[config.mk]
export PLATFORM = sky130hd
export DESIGN_NAME = iod_regbank
export DESIGN_NICKNAME = d
export VERILOG_FILES = /design/src/iod_pkg.sv /design/src/iod_bit_alu.sv /design/src/iod_regbank.sv
export VERILOG_INCLUDE_DIRS = /design/src
export SDC_FILE = /design/constraint.sdc
export NUM_CORES = 1
export LEC_CHECK = 0
export BUFFER_PORTS_ARGS = -buffer_cell sky130_fd_sc_hd__buf_4
export CORE_MARGIN = 2
export CORE_UTILIZATION = 45
export CTS_BUF_LIST = sky130_fd_sc_hd__clkbuf_4
export DETAILED_ROUTE_END_ITERATION = 7
export GPL_TIMING_DRIVEN = 0
export PLACE_DENSITY = 0.75
export REMOVE_ABC_BUFFERS = 1
export SYNTH_ARGS = -nofsm -noshare
export SYNTH_HDL_FRONTEND = slang
export SYNTH_SLANG_ARGS = --single-unit
[constraint.sdc]
create_clock -name mclk -period 1.8 [get_ports mclk]
set_input_delay 0.36 -clock mclk [delete_from_list [all_inputs] [get_ports mclk]]
set_output_delay 0.36 -clock mclk [all_outputs]
set_load 0.03 [all_outputs]
[src/iod_defines.svh]
// Offsets, field positions and reset values of the I/O register decode block.
`ifndef IOD_DEFINES_SVH
`define IOD_DEFINES_SVH

// ------------------------------------------------------------------
// Address map.
// ------------------------------------------------------------------
`define IOD_IO_TO_DATA_OFS 8'h20
`define IOD_BIT_IO_LAST 6'h1F
`define IOD_EXT_FIRST 8'h60
`define IOD_EXT_LAST 8'hFF
`define IOD_ADR_T3_CMPB_LOW 8'h9A
`define IOD_ADR_T3_CMPB_HIGH 8'h9B
`define IOD_ADR_T2_CTRL_A 8'hB0
`define IOD_ADR_T2_CTRL_B 8'hB1
`define IOD_ADR_T2_COUNT 8'hB2
`define IOD_ADR_T2_CMP_A 8'hB3
`define IOD_ADR_T2_CMP_B 8'hB4
`define IOD_ADR_ASYNC_STATUS 8'hB6
`define IOD_ADR_TW_BIT_RATE 8'hB8
`define IOD_ADR_TW_STATUS 8'hB9
`define IOD_ADR_TW_OWN_ADDR 8'hBA
`define IOD_ADR_TW_DATA 8'hBB
`define IOD_ADR_TW_CONTROL 8'hBC
`define IOD_ADR_TW_ADDR_MASK 8'hBD

// ------------------------------------------------------------------
// Writable and read-only bit masks; bits outside a writable mask read as zero or come from the peripheral.
// ------------------------------------------------------------------
`define IOD_MSK_T2_CTRL_A 8'hF3
`define IOD_MSK_T2_CTRL_B 8'h0F
`define IOD_POS_T2_FORCE_A 7
`define IOD_POS_T2_FORCE_B 6
`define IOD_MSK_ASYNC_RW 8'h60
`define IOD_MSK_ASYNC_RO 8'h1F
`define IOD_MSK_TW_STAT_RW 8'h03
`define IOD_MSK_TW_STAT_RO 8'hF8
`define IOD_MSK_TW_CTRL_RW 8'h75
`define IOD_POS_TW_INT 7
`define IOD_POS_TW_COLLIDE 3
`define IOD_MSK_TW_ADDR_MASK 8'hFE

// ------------------------------------------------------------------
// Reset values.
// ------------------------------------------------------------------
`define IOD_RST_REG 8'h00
`define IOD_RST_TW_BIT_RATE 8'h00
`define IOD_RST_TW_DATA 8'hFF
`define IOD_RST_TW_OWN_ADDR 8'hFE

`endif

[src/iod_pkg.sv]
// Types shared by the I/O register decode block.
package iod_pkg;

    // Access kinds issued by the core.
    typedef enum logic [7:0] {
        IOD_OP_PORT_READ = 8'h01,
        IOD_OP_PORT_WRITE = 8'h02,
        IOD_OP_BIT_SET = 8'h04,
        IOD_OP_BIT_CLEAR = 8'h08,
        IOD_OP_SKIP_ONE = 8'h10,
        IOD_OP_SKIP_ZERO = 8'h20,
        IOD_OP_MEM_READ = 8'h40,
        IOD_OP_MEM_WRITE = 8'h80
    } iod_op_type;

endpackage : iod_pkg

[src/iod_bit_alu.sv]
// Single-bit modify and test unit used by the bit instructions.
`timescale 1ns/10ps
module iod_bit_alu
    import iod_pkg::*;
(
    // Operation.
    input wire iod_op_type op,
    input wire logic [2:0] bit_sel,
    // Register value read back.
    input wire logic [7:0] read_val,
    // Results.
    output logic [7:0] modify_val,
    output logic test_hit
);

    // One-hot mask of the chosen bit.
    wire logic [7:0] bit_mask = 8'h01 << bit_sel;
    // The whole register is written back, so flags read as one are rewritten as one.
    wire logic [7:0] set_val = read_val | bit_mask;
    wire logic [7:0] clr_val = read_val & ~bit_mask;
    // Value of the tested bit.
    wire logic bit_val = read_val[bit_sel];

    // Modify value for set or clear; other operations pass the value through.
    assign modify_val = (op == IOD_OP_BIT_SET) ? set_val : (op == IOD_OP_BIT_CLEAR) ? clr_val : read_val;
    // Skip condition for the two skip instructions.
    assign test_hit = ((op == IOD_OP_SKIP_ONE) & bit_val) | ((op == IOD_OP_SKIP_ZERO) & ~bit_val);

endmodule : iod_bit_alu

[src/iod_regbank.sv]
// I/O register space decode for the two-wire, timer 2 and timer 3 compare B registers.
//
// Notes on behaviour
// - Bit set/clear only at I/O addresses 0-31.
// - Skip instructions test bits in that range.
// - Some flags clear on writing one.
// - Bit set/clear rewrites whole register, clearing flags.
// - Port instructions reach I/O addresses 0 to 63.
// - Data address equals I/O address plus 32.
// - Region 0x60-0xFF reachable only by memory ops.
`timescale 1ns/10ps
`include "iod_defines.svh"
module iod_regbank
    import iod_pkg::*;
(
    // Clock, reset and enable.
    input wire logic mclk,
    input wire logic nrst,
    input wire logic clk_en,
    // Core access request.
    input wire logic op_valid,
    input wire iod_op_type op_code,
    input wire logic [5:0] io_addr,
    input wire logic [15:0] mem_addr,
    input wire logic [2:0] bit_sel,
    input wire logic [7:0] wdata,
    // Core access answer.
    output logic [7:0] rdata_reg,
    output logic skip_reg,
    output logic done_reg,
    output logic refused_reg,
    // Peripheral status inputs, same clock domain.
    input wire logic tw_int_set,
    input wire logic tw_collide,
    input wire logic [4:0] tw_state,
    input wire logic [4:0] async_busy,
    // Register contents towards the peripherals.
    output logic [15:0] t3_cmp_b,
    output logic [7:0] t2_ctrl_a,
    output logic [7:0] t2_ctrl_b,
    output logic [7:0] t2_count,
    output logic t2_count_load,
    output logic t2_force_a,
    output logic t2_force_b,
    output logic [7:0] t2_cmp_a,
    output logic [7:0] t2_cmp_b,
    output logic [7:0] async_ctrl,
    output logic [7:0] tw_bit_rate,
    output logic [7:0] tw_prescale,
    output logic [7:0] tw_own_addr,
    output logic [7:0] tw_data,
    output logic [7:0] tw_control,
    output logic tw_data_wr,
    output logic [7:0] tw_addr_mask
);

    // ------------------------------------------------------------------
    // Helper functions.
    // ------------------------------------------------------------------

    // Merges a written value into a register, keeping only writable bits.
    function automatic logic [7:0] merge(input logic [7:0] old_v, input logic [7:0] new_v, input logic [7:0] msk);
        merge = (old_v & ~msk) | (new_v & msk);
    endfunction : merge

    // Converts an I/O address into its data-space address.
    function automatic logic [7:0] io_to_data(input logic [5:0] a);
        io_to_data = {2'b00, a} + `IOD_IO_TO_DATA_OFS;
    endfunction : io_to_data

    // ------------------------------------------------------------------
    // Register storage.
    // ------------------------------------------------------------------
    logic [7:0] t3_cmpb_lo_reg; // Timer 3 compare B low byte.
    logic [7:0] t3_cmpb_hi_reg; // Timer 3 compare B high byte.
    logic [7:0] t2_ctrl_a_reg; // Timer 2 control A.
    logic [7:0] t2_ctrl_b_reg; // Timer 2 control B, stored bits only.
    logic [7:0] t2_count_reg; // Timer 2 count.
    logic [7:0] t2_cmp_a_reg; // Timer 2 compare A.
    logic [7:0] t2_cmp_b_reg; // Timer 2 compare B.
    logic [7:0] async_reg; // Asynchronous status, writable bits.
    logic [7:0] tw_rate_reg; // Two-wire bit rate.
    logic [7:0] tw_stat_reg; // Two-wire status, prescaler bits.
    logic [7:0] tw_own_reg; // Two-wire own address.
    logic [7:0] tw_data_reg; // Two-wire data.
    logic [7:0] tw_ctrl_reg; // Two-wire control, writable bits.
    logic tw_int_reg; // Two-wire interrupt flag.
    logic [7:0] tw_amask_reg; // Two-wire address mask.
    logic t2_load_reg; // Count written pulse.
    logic force_a_reg; // Force compare A pulse.
    logic force_b_reg; // Force compare B pulse.
    logic tw_dwr_reg; // Data written pulse.

    // ------------------------------------------------------------------
    // Operation decode.
    // ------------------------------------------------------------------
    wire logic is_port = (op_code == IOD_OP_PORT_READ) | (op_code == IOD_OP_PORT_WRITE);
    wire logic is_bit_mod = (op_code == IOD_OP_BIT_SET) | (op_code == IOD_OP_BIT_CLEAR);
    wire logic is_skip = (op_code == IOD_OP_SKIP_ONE) | (op_code == IOD_OP_SKIP_ZERO);
    wire logic is_mem = (op_code == IOD_OP_MEM_READ) | (op_code == IOD_OP_MEM_WRITE);
    // Bit instructions are refused above the bit-addressable range.
    wire logic bit_range_ok = (io_addr <= `IOD_BIT_IO_LAST);
    wire logic bit_ok = (is_bit_mod | is_skip) & bit_range_ok;
    wire logic accepted = op_valid & (is_port | is_mem | bit_ok);
    wire logic refuse = op_valid & (is_bit_mod | is_skip) & ~bit_range_ok;
    // Port and bit instructions carry six address bits, so they stop at data 0x5F.
    wire logic [7:0] io_daddr = io_to_data(io_addr);
    // Memory accesses outside the lower 256 bytes never hit this block.
    wire logic mem_low = (mem_addr[15:8] == 8'h00);
    // The extended region is reached only through the memory path.
    wire logic [7:0] daddr = is_mem ? mem_addr[7:0] : io_daddr;
    wire logic addr_hit = is_mem ? mem_low : 1'b1;
    wire logic do_write = accepted & addr_hit & ((op_code == IOD_OP_PORT_WRITE) | (op_code == IOD_OP_MEM_WRITE) | is_bit_mod);

    // ------------------------------------------------------------------
    // Read selection; reserved locations and reserved bits read zero.
    // ------------------------------------------------------------------
    wire logic [7:0] tw_ctrl_view = tw_ctrl_reg | ({7'h00, tw_int_reg} << `IOD_POS_TW_INT)
                                  | ({7'h00, tw_collide} << `IOD_POS_TW_COLLIDE);
    wire logic [7:0] tw_stat_view = tw_stat_reg | ({tw_state, 3'b000} & `IOD_MSK_TW_STAT_RO);
    wire logic [7:0] async_view = async_reg | ({3'b000, async_busy} & `IOD_MSK_ASYNC_RO);
    logic [7:0] read_val;

    // Selects the addressed register value.
    always_comb begin
        read_val = 8'h00;
        if (addr_hit) begin
            case (daddr)
                `IOD_ADR_T3_CMPB_LOW: read_val = t3_cmpb_lo_reg;
                `IOD_ADR_T3_CMPB_HIGH: read_val = t3_cmpb_hi_reg;
                `IOD_ADR_T2_CTRL_A: read_val = t2_ctrl_a_reg;
                `IOD_ADR_T2_CTRL_B: read_val = t2_ctrl_b_reg;
                `IOD_ADR_T2_COUNT: read_val = t2_count_reg;
                `IOD_ADR_T2_CMP_A: read_val = t2_cmp_a_reg;
                `IOD_ADR_T2_CMP_B: read_val = t2_cmp_b_reg;
                `IOD_ADR_ASYNC_STATUS: read_val = async_view;
                `IOD_ADR_TW_BIT_RATE: read_val = tw_rate_reg;
                `IOD_ADR_TW_STATUS: read_val = tw_stat_view;
                `IOD_ADR_TW_OWN_ADDR: read_val = tw_own_reg;
                `IOD_ADR_TW_DATA: read_val = tw_data_reg;
                `IOD_ADR_TW_CONTROL: read_val = tw_ctrl_view;
                `IOD_ADR_TW_ADDR_MASK: read_val = tw_amask_reg;
                default: read_val = 8'h00;
            endcase
        end
    end

    // ------------------------------------------------------------------
    // Bit modify and test.
    // ------------------------------------------------------------------
    logic [7:0] modify_val;
    logic test_hit;

    iod_bit_alu u_bit_alu (
        .op(op_code),
        .bit_sel(bit_sel),
        .read_val(read_val),
        .modify_val(modify_val),
        .test_hit(test_hit)
    );

    // Write data: plain data for port and memory writes, read-modify-write for bit ops.
    wire logic [7:0] wr_val = is_bit_mod ? modify_val : wdata;
    // Per-register write enables; unmapped addresses decode to nothing.
    wire logic we_t3l = do_write & (daddr == `IOD_ADR_T3_CMPB_LOW);
    wire logic we_t3h = do_write & (daddr == `IOD_ADR_T3_CMPB_HIGH);
    wire logic we_t2a = do_write & (daddr == `IOD_ADR_T2_CTRL_A);
    wire logic we_t2b = do_write & (daddr == `IOD_ADR_T2_CTRL_B);
    wire logic we_t2c = do_write & (daddr == `IOD_ADR_T2_COUNT);
    wire logic we_t2ca = do_write & (daddr == `IOD_ADR_T2_CMP_A);
    wire logic we_t2cb = do_write & (daddr == `IOD_ADR_T2_CMP_B);
    wire logic we_as = do_write & (daddr == `IOD_ADR_ASYNC_STATUS);
    wire logic we_two_wire_bit_rate = do_write & (daddr == `IOD_ADR_TW_BIT_RATE);
    wire logic we_twst = do_write & (daddr == `IOD_ADR_TW_STATUS);
    wire logic we_twoa = do_write & (daddr == `IOD_ADR_TW_OWN_ADDR);
    wire logic we_twd = do_write & (daddr == `IOD_ADR_TW_DATA);
    wire logic we_twc = do_write & (daddr == `IOD_ADR_TW_CONTROL);
    wire logic we_twam = do_write & (daddr == `IOD_ADR_TW_ADDR_MASK);
    // Writing one clears the interrupt flag, a new event wins over the clear.
    wire logic tw_int_clr = we_twc & wr_val[`IOD_POS_TW_INT];
    wire logic tw_int_next = tw_int_set | (tw_int_reg & ~tw_int_clr);

    // ------------------------------------------------------------------
    // Storage update.
    // ------------------------------------------------------------------

    // Timer registers.
    always_ff @(posedge mclk or negedge nrst) begin
        if (!nrst) begin
            t3_cmpb_lo_reg <= `IOD_RST_REG;
            t3_cmpb_hi_reg <= `IOD_RST_REG;
            t2_ctrl_a_reg <= `IOD_RST_REG;
            t2_ctrl_b_reg <= `IOD_RST_REG;
            t2_count_reg <= `IOD_RST_REG;
            t2_cmp_a_reg <= `IOD_RST_REG;
            t2_cmp_b_reg <= `IOD_RST_REG;
            async_reg <= `IOD_RST_REG;
        end else if (clk_en) begin
            if (we_t3l) t3_cmpb_lo_reg <= wr_val;
            if (we_t3h) t3_cmpb_hi_reg <= wr_val;
            if (we_t2a) t2_ctrl_a_reg <= merge(t2_ctrl_a_reg, wr_val, `IOD_MSK_T2_CTRL_A);
            if (we_t2b) t2_ctrl_b_reg <= merge(t2_ctrl_b_reg, wr_val, `IOD_MSK_T2_CTRL_B);
            if (we_t2c) t2_count_reg <= wr_val;
            if (we_t2ca) t2_cmp_a_reg <= wr_val;
            if (we_t2cb) t2_cmp_b_reg <= wr_val;
            if (we_as) async_reg <= merge(async_reg, wr_val, `IOD_MSK_ASYNC_RW);
        end
    end

    // Two-wire registers.
    always_ff @(posedge mclk or negedge nrst) begin
        if (!nrst) begin
            tw_rate_reg <= `IOD_RST_TW_BIT_RATE;
            tw_stat_reg <= `IOD_RST_REG;
            tw_own_reg <= `IOD_RST_TW_OWN_ADDR;
            tw_data_reg <= `IOD_RST_TW_DATA;
            tw_ctrl_reg <= `IOD_RST_REG;
            tw_int_reg <= 1'b0;
            tw_amask_reg <= `IOD_RST_REG;
        end else if (clk_en) begin
            if (we_two_wire_bit_rate) tw_rate_reg <= wr_val;
            if (we_twst) tw_stat_reg <= merge(tw_stat_reg, wr_val, `IOD_MSK_TW_STAT_RW);
            if (we_twoa) tw_own_reg <= wr_val;
            if (we_twd) tw_data_reg <= wr_val;
            if (we_twc) tw_ctrl_reg <= merge(tw_ctrl_reg, wr_val, `IOD_MSK_TW_CTRL_RW);
            tw_int_reg <= tw_int_next;
            if (we_twam) tw_amask_reg <= merge(tw_amask_reg, wr_val, `IOD_MSK_TW_ADDR_MASK);
        end
    end

    // Answer to the core and write strobes towards the peripherals.
    always_ff @(posedge mclk or negedge nrst) begin
        if (!nrst) begin
            rdata_reg <= 8'h00;
            skip_reg <= 1'b0;
            done_reg <= 1'b0;
            refused_reg <= 1'b0;
            t2_load_reg <= 1'b0;
            force_a_reg <= 1'b0;
            force_b_reg <= 1'b0;
            tw_dwr_reg <= 1'b0;
        end else if (clk_en) begin
            rdata_reg <= accepted ? read_val : 8'h00;
            skip_reg <= accepted & test_hit;
            done_reg <= op_valid;
            refused_reg <= refuse;
            t2_load_reg <= we_t2c;
            force_a_reg <= we_t2b & wr_val[`IOD_POS_T2_FORCE_A];
            force_b_reg <= we_t2b & wr_val[`IOD_POS_T2_FORCE_B];
            tw_dwr_reg <= we_twd;
        end
    end

    // ------------------------------------------------------------------
    // Outputs towards the peripherals.
    // ------------------------------------------------------------------
    assign t3_cmp_b = {t3_cmpb_hi_reg, t3_cmpb_lo_reg};
    assign t2_ctrl_a = t2_ctrl_a_reg;
    assign t2_ctrl_b = t2_ctrl_b_reg;
    assign t2_count = t2_count_reg;
    assign t2_count_load = t2_load_reg;
    assign t2_force_a = force_a_reg;
    assign t2_force_b = force_b_reg;
    assign t2_cmp_a = t2_cmp_a_reg;
    assign t2_cmp_b = t2_cmp_b_reg;
    assign async_ctrl = async_reg;
    assign tw_bit_rate = tw_rate_reg;
    assign tw_prescale = tw_stat_reg;
    assign tw_own_addr = tw_own_reg;
    assign tw_data = tw_data_reg;
    assign tw_control = tw_ctrl_view;
    assign tw_data_wr = tw_dwr_reg;
    assign tw_addr_mask = tw_amask_reg;

endmodule : iod_regbank

==> flow_summary.ini <==
[power]
cellInternalPower_uw = 3007
power.share.clock_pct = 29.7
seq_power_share_pct = 56.1
vdd_ir_drop_max_uv = 308.7
power.density_cell_area_mw_per_mm2 = 496.7
leakagePower_uw = 0.003954
comb_power_share_pct = 14.2
power_switching_uw = 1246
power.share.switching_pct = 29.30

[final_layout]
nNetsFinal = 870
layout-area-overhead-vs-synth_pct = 50.02
post_layout_instance_count_excluding_filler_cells = 990
diodes = 0
fraction_of_final_layout_cells_sized_beyond_drive_strength_1_pct = 47.31

[run]
timing.max_cap.violations = 0

[sta]
max_slew.worst_pin.slew_ps = 1273
setup-violations-final = 100
rsz0062_at_grt = yes
period_share_pct = 124.4
worst_case_headroom_to_the_max_slew_limit_pct = 15.15
achievable-frequency_ghz = 0.4467
min_period_ps = 2238
maxSlewViolCount = 0
final_critical_path_setup_slack_ps = -438.4
final_hold_viol_count = 0
worst_clock_skew_ps = 29.42
setup-tns-final_ps = -27570

[synth]
count_of_yosys_warnings_during_synthesis = 0
synth_top_cells_by_area = sky130_fd_sc_hd__dfrtp_1 (40%), sky130_fd_sc_hd__o21ai_0 (7.6%), sky130_fd_sc_hd__dfstp_2 (6.9%), sky130_fd_sc_hd__o21ai_1 (6.4%), sky130_fd_sc_hd__mux2i_1 (3.9%)
post_synth_fa_ha_maj_area_fraction_pct = 0
synth_seq_area_share_pct = 46.80
synth-compound-area-share_pct = 25.43
post_synth_mux_area_share_pct = 5.305
netlist_instances = 613
async_reset_ff_share_pct = 100.0
yosys-top-cells-count = sky130_fd_sc_hd__dfrtp_1 (91), sky130_fd_sc_hd__o21ai_0 (87), sky130_fd_sc_hd__o21ai_1 (73)
synth_simple_gate_area_share_pct = 14.88
ff_latch_count_synth = 106
synth_enable_flop_cells = 0
synthDistinctLibCells = 63
post-synth-top-area-fraction_pct = 39.89
yosysTopAreaCell = sky130_fd_sc_hd__dfrtp_1
synthesis.area_mm2 = 0.005708
combinational_family_with_the_most_area_after_synthesis = compound AO/OA/AOI/OAI gates
ys.flop_type = sky130_fd_sc_hd__dfrtp_1
synth_xor_area_share_pct = 0.6138
syn_avg_cell_area_um2 = 9.312
yosysMostFrequentCell = sky130_fd_sc_hd__dfrtp_1

[run_status]
violations = design-rule violations, negative setup slack
outcome = finished with violations

[critical_path]
critPathMaxStageDelay_ps = 540
worstSetupEndpointType = flip-flop
crit_slowest_cell = sky130_fd_sc_hd__or4_4
worst-endpoint-arrival_ps = 2630
start_kind = primary input
crit_fanout = 6
critPathKind = in2reg
path_cells = buf_8 > or4_4 > o21a_1 > a2111oi_4 > o2111ai_4 > buf_4 > buf_6 > or2_4 > mux2_4
critPathRequiredTime_ps = 2190

[placement]
dp_hpwl_um = 15950
place_worst_setup_slack_ps = -2073
placedCellCount = 913
gp_congestion = 0.9572
buffer_ports.inserted = 162

[global_routing]
grt_max_degree = 107
vias_in_the_first_global_route = 5948
antenna_violations_before_repair = 0
first_pass_grt_wire_length_um = 35650
gr-usage-all-layers_pct = 35.73
grt-ovfl-total = 0

[clock_network]
cts-htree-levels = 3
cts_made_buffers = 9
cts-root-buf = sky130_fd_sc_hd__clkbuf_4
numClockSinks = 106
clock_latency_ps = 490
tritoncts = done
clock_path_buffers = 2
path_clk_slew_ps = 160

[routing]
detailedRoute.firstIterationViolations = 863
post_drt_via_cell_ratio = 6.367
drc = 2
routed_wl_um = 24290
drt_pass1_iterations = 8
routed-via-count = 6303
drtAntennaViolNets = 0
wl_per_cell_um = 24.54

[floorplan]
die_height_um = 116.6
pin_count = 184
floorplan.rows = 41
design.core.area_mm2 = 0.01252
start_util_pct = 45.60
fp.dieArea_mm2 = 0.01360
floorplan.die.width_um = 116.6

[worst_hold_path]
worst_hold_path_type = in2reg
## routing by layer
layer	wire length, um	global-route usage, %	vias up
met5	0	0	-
met4	1262	16.94	0
met3	2760	9.030	81
met2	10930	53.80	482
met1	9336	48.58	3068
li1	-	-	2672
## power by group through the flow
stage               Clock [uW]  Combinational, uW  Sequential, uW
CTS                       1250                548            2390
detailed placement           0                476            2430
finish                    1260                602            2390
floorplan                    0                180            2430
global route              1350                635            2390
global placement             0                451            2430
## cells by family after synthesis
| family | after synthesis |
|---|---|
| mux | 29 |
| xor+xnor | 4 |
| flops | 106 |
| buf+inv | 81 |
| other cells | 1 |
| simple gates | 156 |
| compound gates | 236 |
## timing repair
action / in CTS / in global routing
resized for setup: 161 / 77
setup buffers: 38 / 15
pin swaps: 27 / 21
hold buffers: 0 / 1
gates cloned: 7 / 1
endpoints found under the setup margin: 104 / 103
endpoints found under the hold margin: 0 / 91
## cells in the final DEF (no fill, tap or decap), types with 5 or more instances in the layout
cell type / synthesis / layout
sky130_fd_sc_hd__buf_4: 22 / 192
sky130_fd_sc_hd__nor3_1: 15 / 7
sky130_fd_sc_hd__nand2b_4: 0 / 8
sky130_fd_sc_hd__buf_12: 0 / 7
sky130_fd_sc_hd__inv_1: 21 / 21
sky130_fd_sc_hd__a22oi_2: 0 / 6
sky130_fd_sc_hd__nand4_1: 7 / 7
sky130_fd_sc_hd__buf_6: 1 / 20
sky130_fd_sc_hd__a32oi_1: 13 / 8
sky130_fd_sc_hd__nand2_1: 29 / 26
sky130_fd_sc_hd__o21ai_2: 0 / 42
sky130_fd_sc_hd__conb_1: 1 / 20
sky130_fd_sc_hd__nor3_4: 0 / 7
sky130_fd_sc_hd__mux2i_1: 22 / 20
sky130_fd_sc_hd__a221oi_1: 5 / 5
sky130_fd_sc_hd__nor2b_1: 10 / 8
sky130_fd_sc_hd__clkbuf_4: 0 / 9
sky130_fd_sc_hd__dfstp_2: 15 / 15
sky130_fd_sc_hd__dfrtp_1: 91 / 91
sky130_fd_sc_hd__o21ai_0: 87 / 32
sky130_fd_sc_hd__a22o_1: 6 / 6
sky130_fd_sc_hd__nand3_1: 15 / 11
sky130_fd_sc_hd__o21ai_1: 73 / 85
sky130_fd_sc_hd__or2_4: 0 / 8
sky130_fd_sc_hd__nor2_1: 22 / 17
sky130_fd_sc_hd__and3_1: 10 / 6
## final timing paths
path	depth (start not counted)	slack, ps	from	end
min reg2reg	2	490	tw_own_addr[7]$_DFFE_PN1P_	tw_own_addr[7]$_DFFE_PN1P_
max in group asynchronous	3	880	nrst	tw_own_addr[3]$_DFFE_PN1P_
max reg2reg	4	190	tw_own_addr[2]$_DFFE_PN1P_	rdata_reg[2]$_DFFE_PN0P_
min in group asynchronous	2	200	nrst	t2_count[2]$_DFFE_PN0P_
max	9	-440	op_code[4]	t2_ctrl_a[1]$_DFFE_PN0P_
min	3	100	tw_int_set	tw_int_reg$_DFFE_PN0P_
## critical path, delay by kind of cell
kind | cells | cell delay, ps
multiplexers | 1 | 310
AO/OA/AOI/OAI | 3 | 750
buffers and inverters | 3 | 430
AND/OR/NAND/NOR | 2 | 790
## layout make-up
cell class / instances / area (um^2)
fill: 1016 / 3954
multi-input combinational: 449 / 3508
sequential: 106 / 2671
timing repair buffer: 226 / 1954
tap: 172 / 215.2
inverter: 21 / 78.83
clock buffer: 9 / 67.56
clock inverter: 7 / 67.56
## through the flow
stage               power, uW  instance area (um^2)  hold slack [ps]  util, %
floorplan                2615                  5464            64.41        -
global placement         2881                  6895            464.7    55.09
detailed placement       2906                  6979            474.1    55.76
CTS                      4189                  8162            101.4    65.20
global route             4371                  8563            110.8    68.41
finish                   4253                  8563            97.99    68.41
No activity file was read; power rests on OpenSTA's default activity.
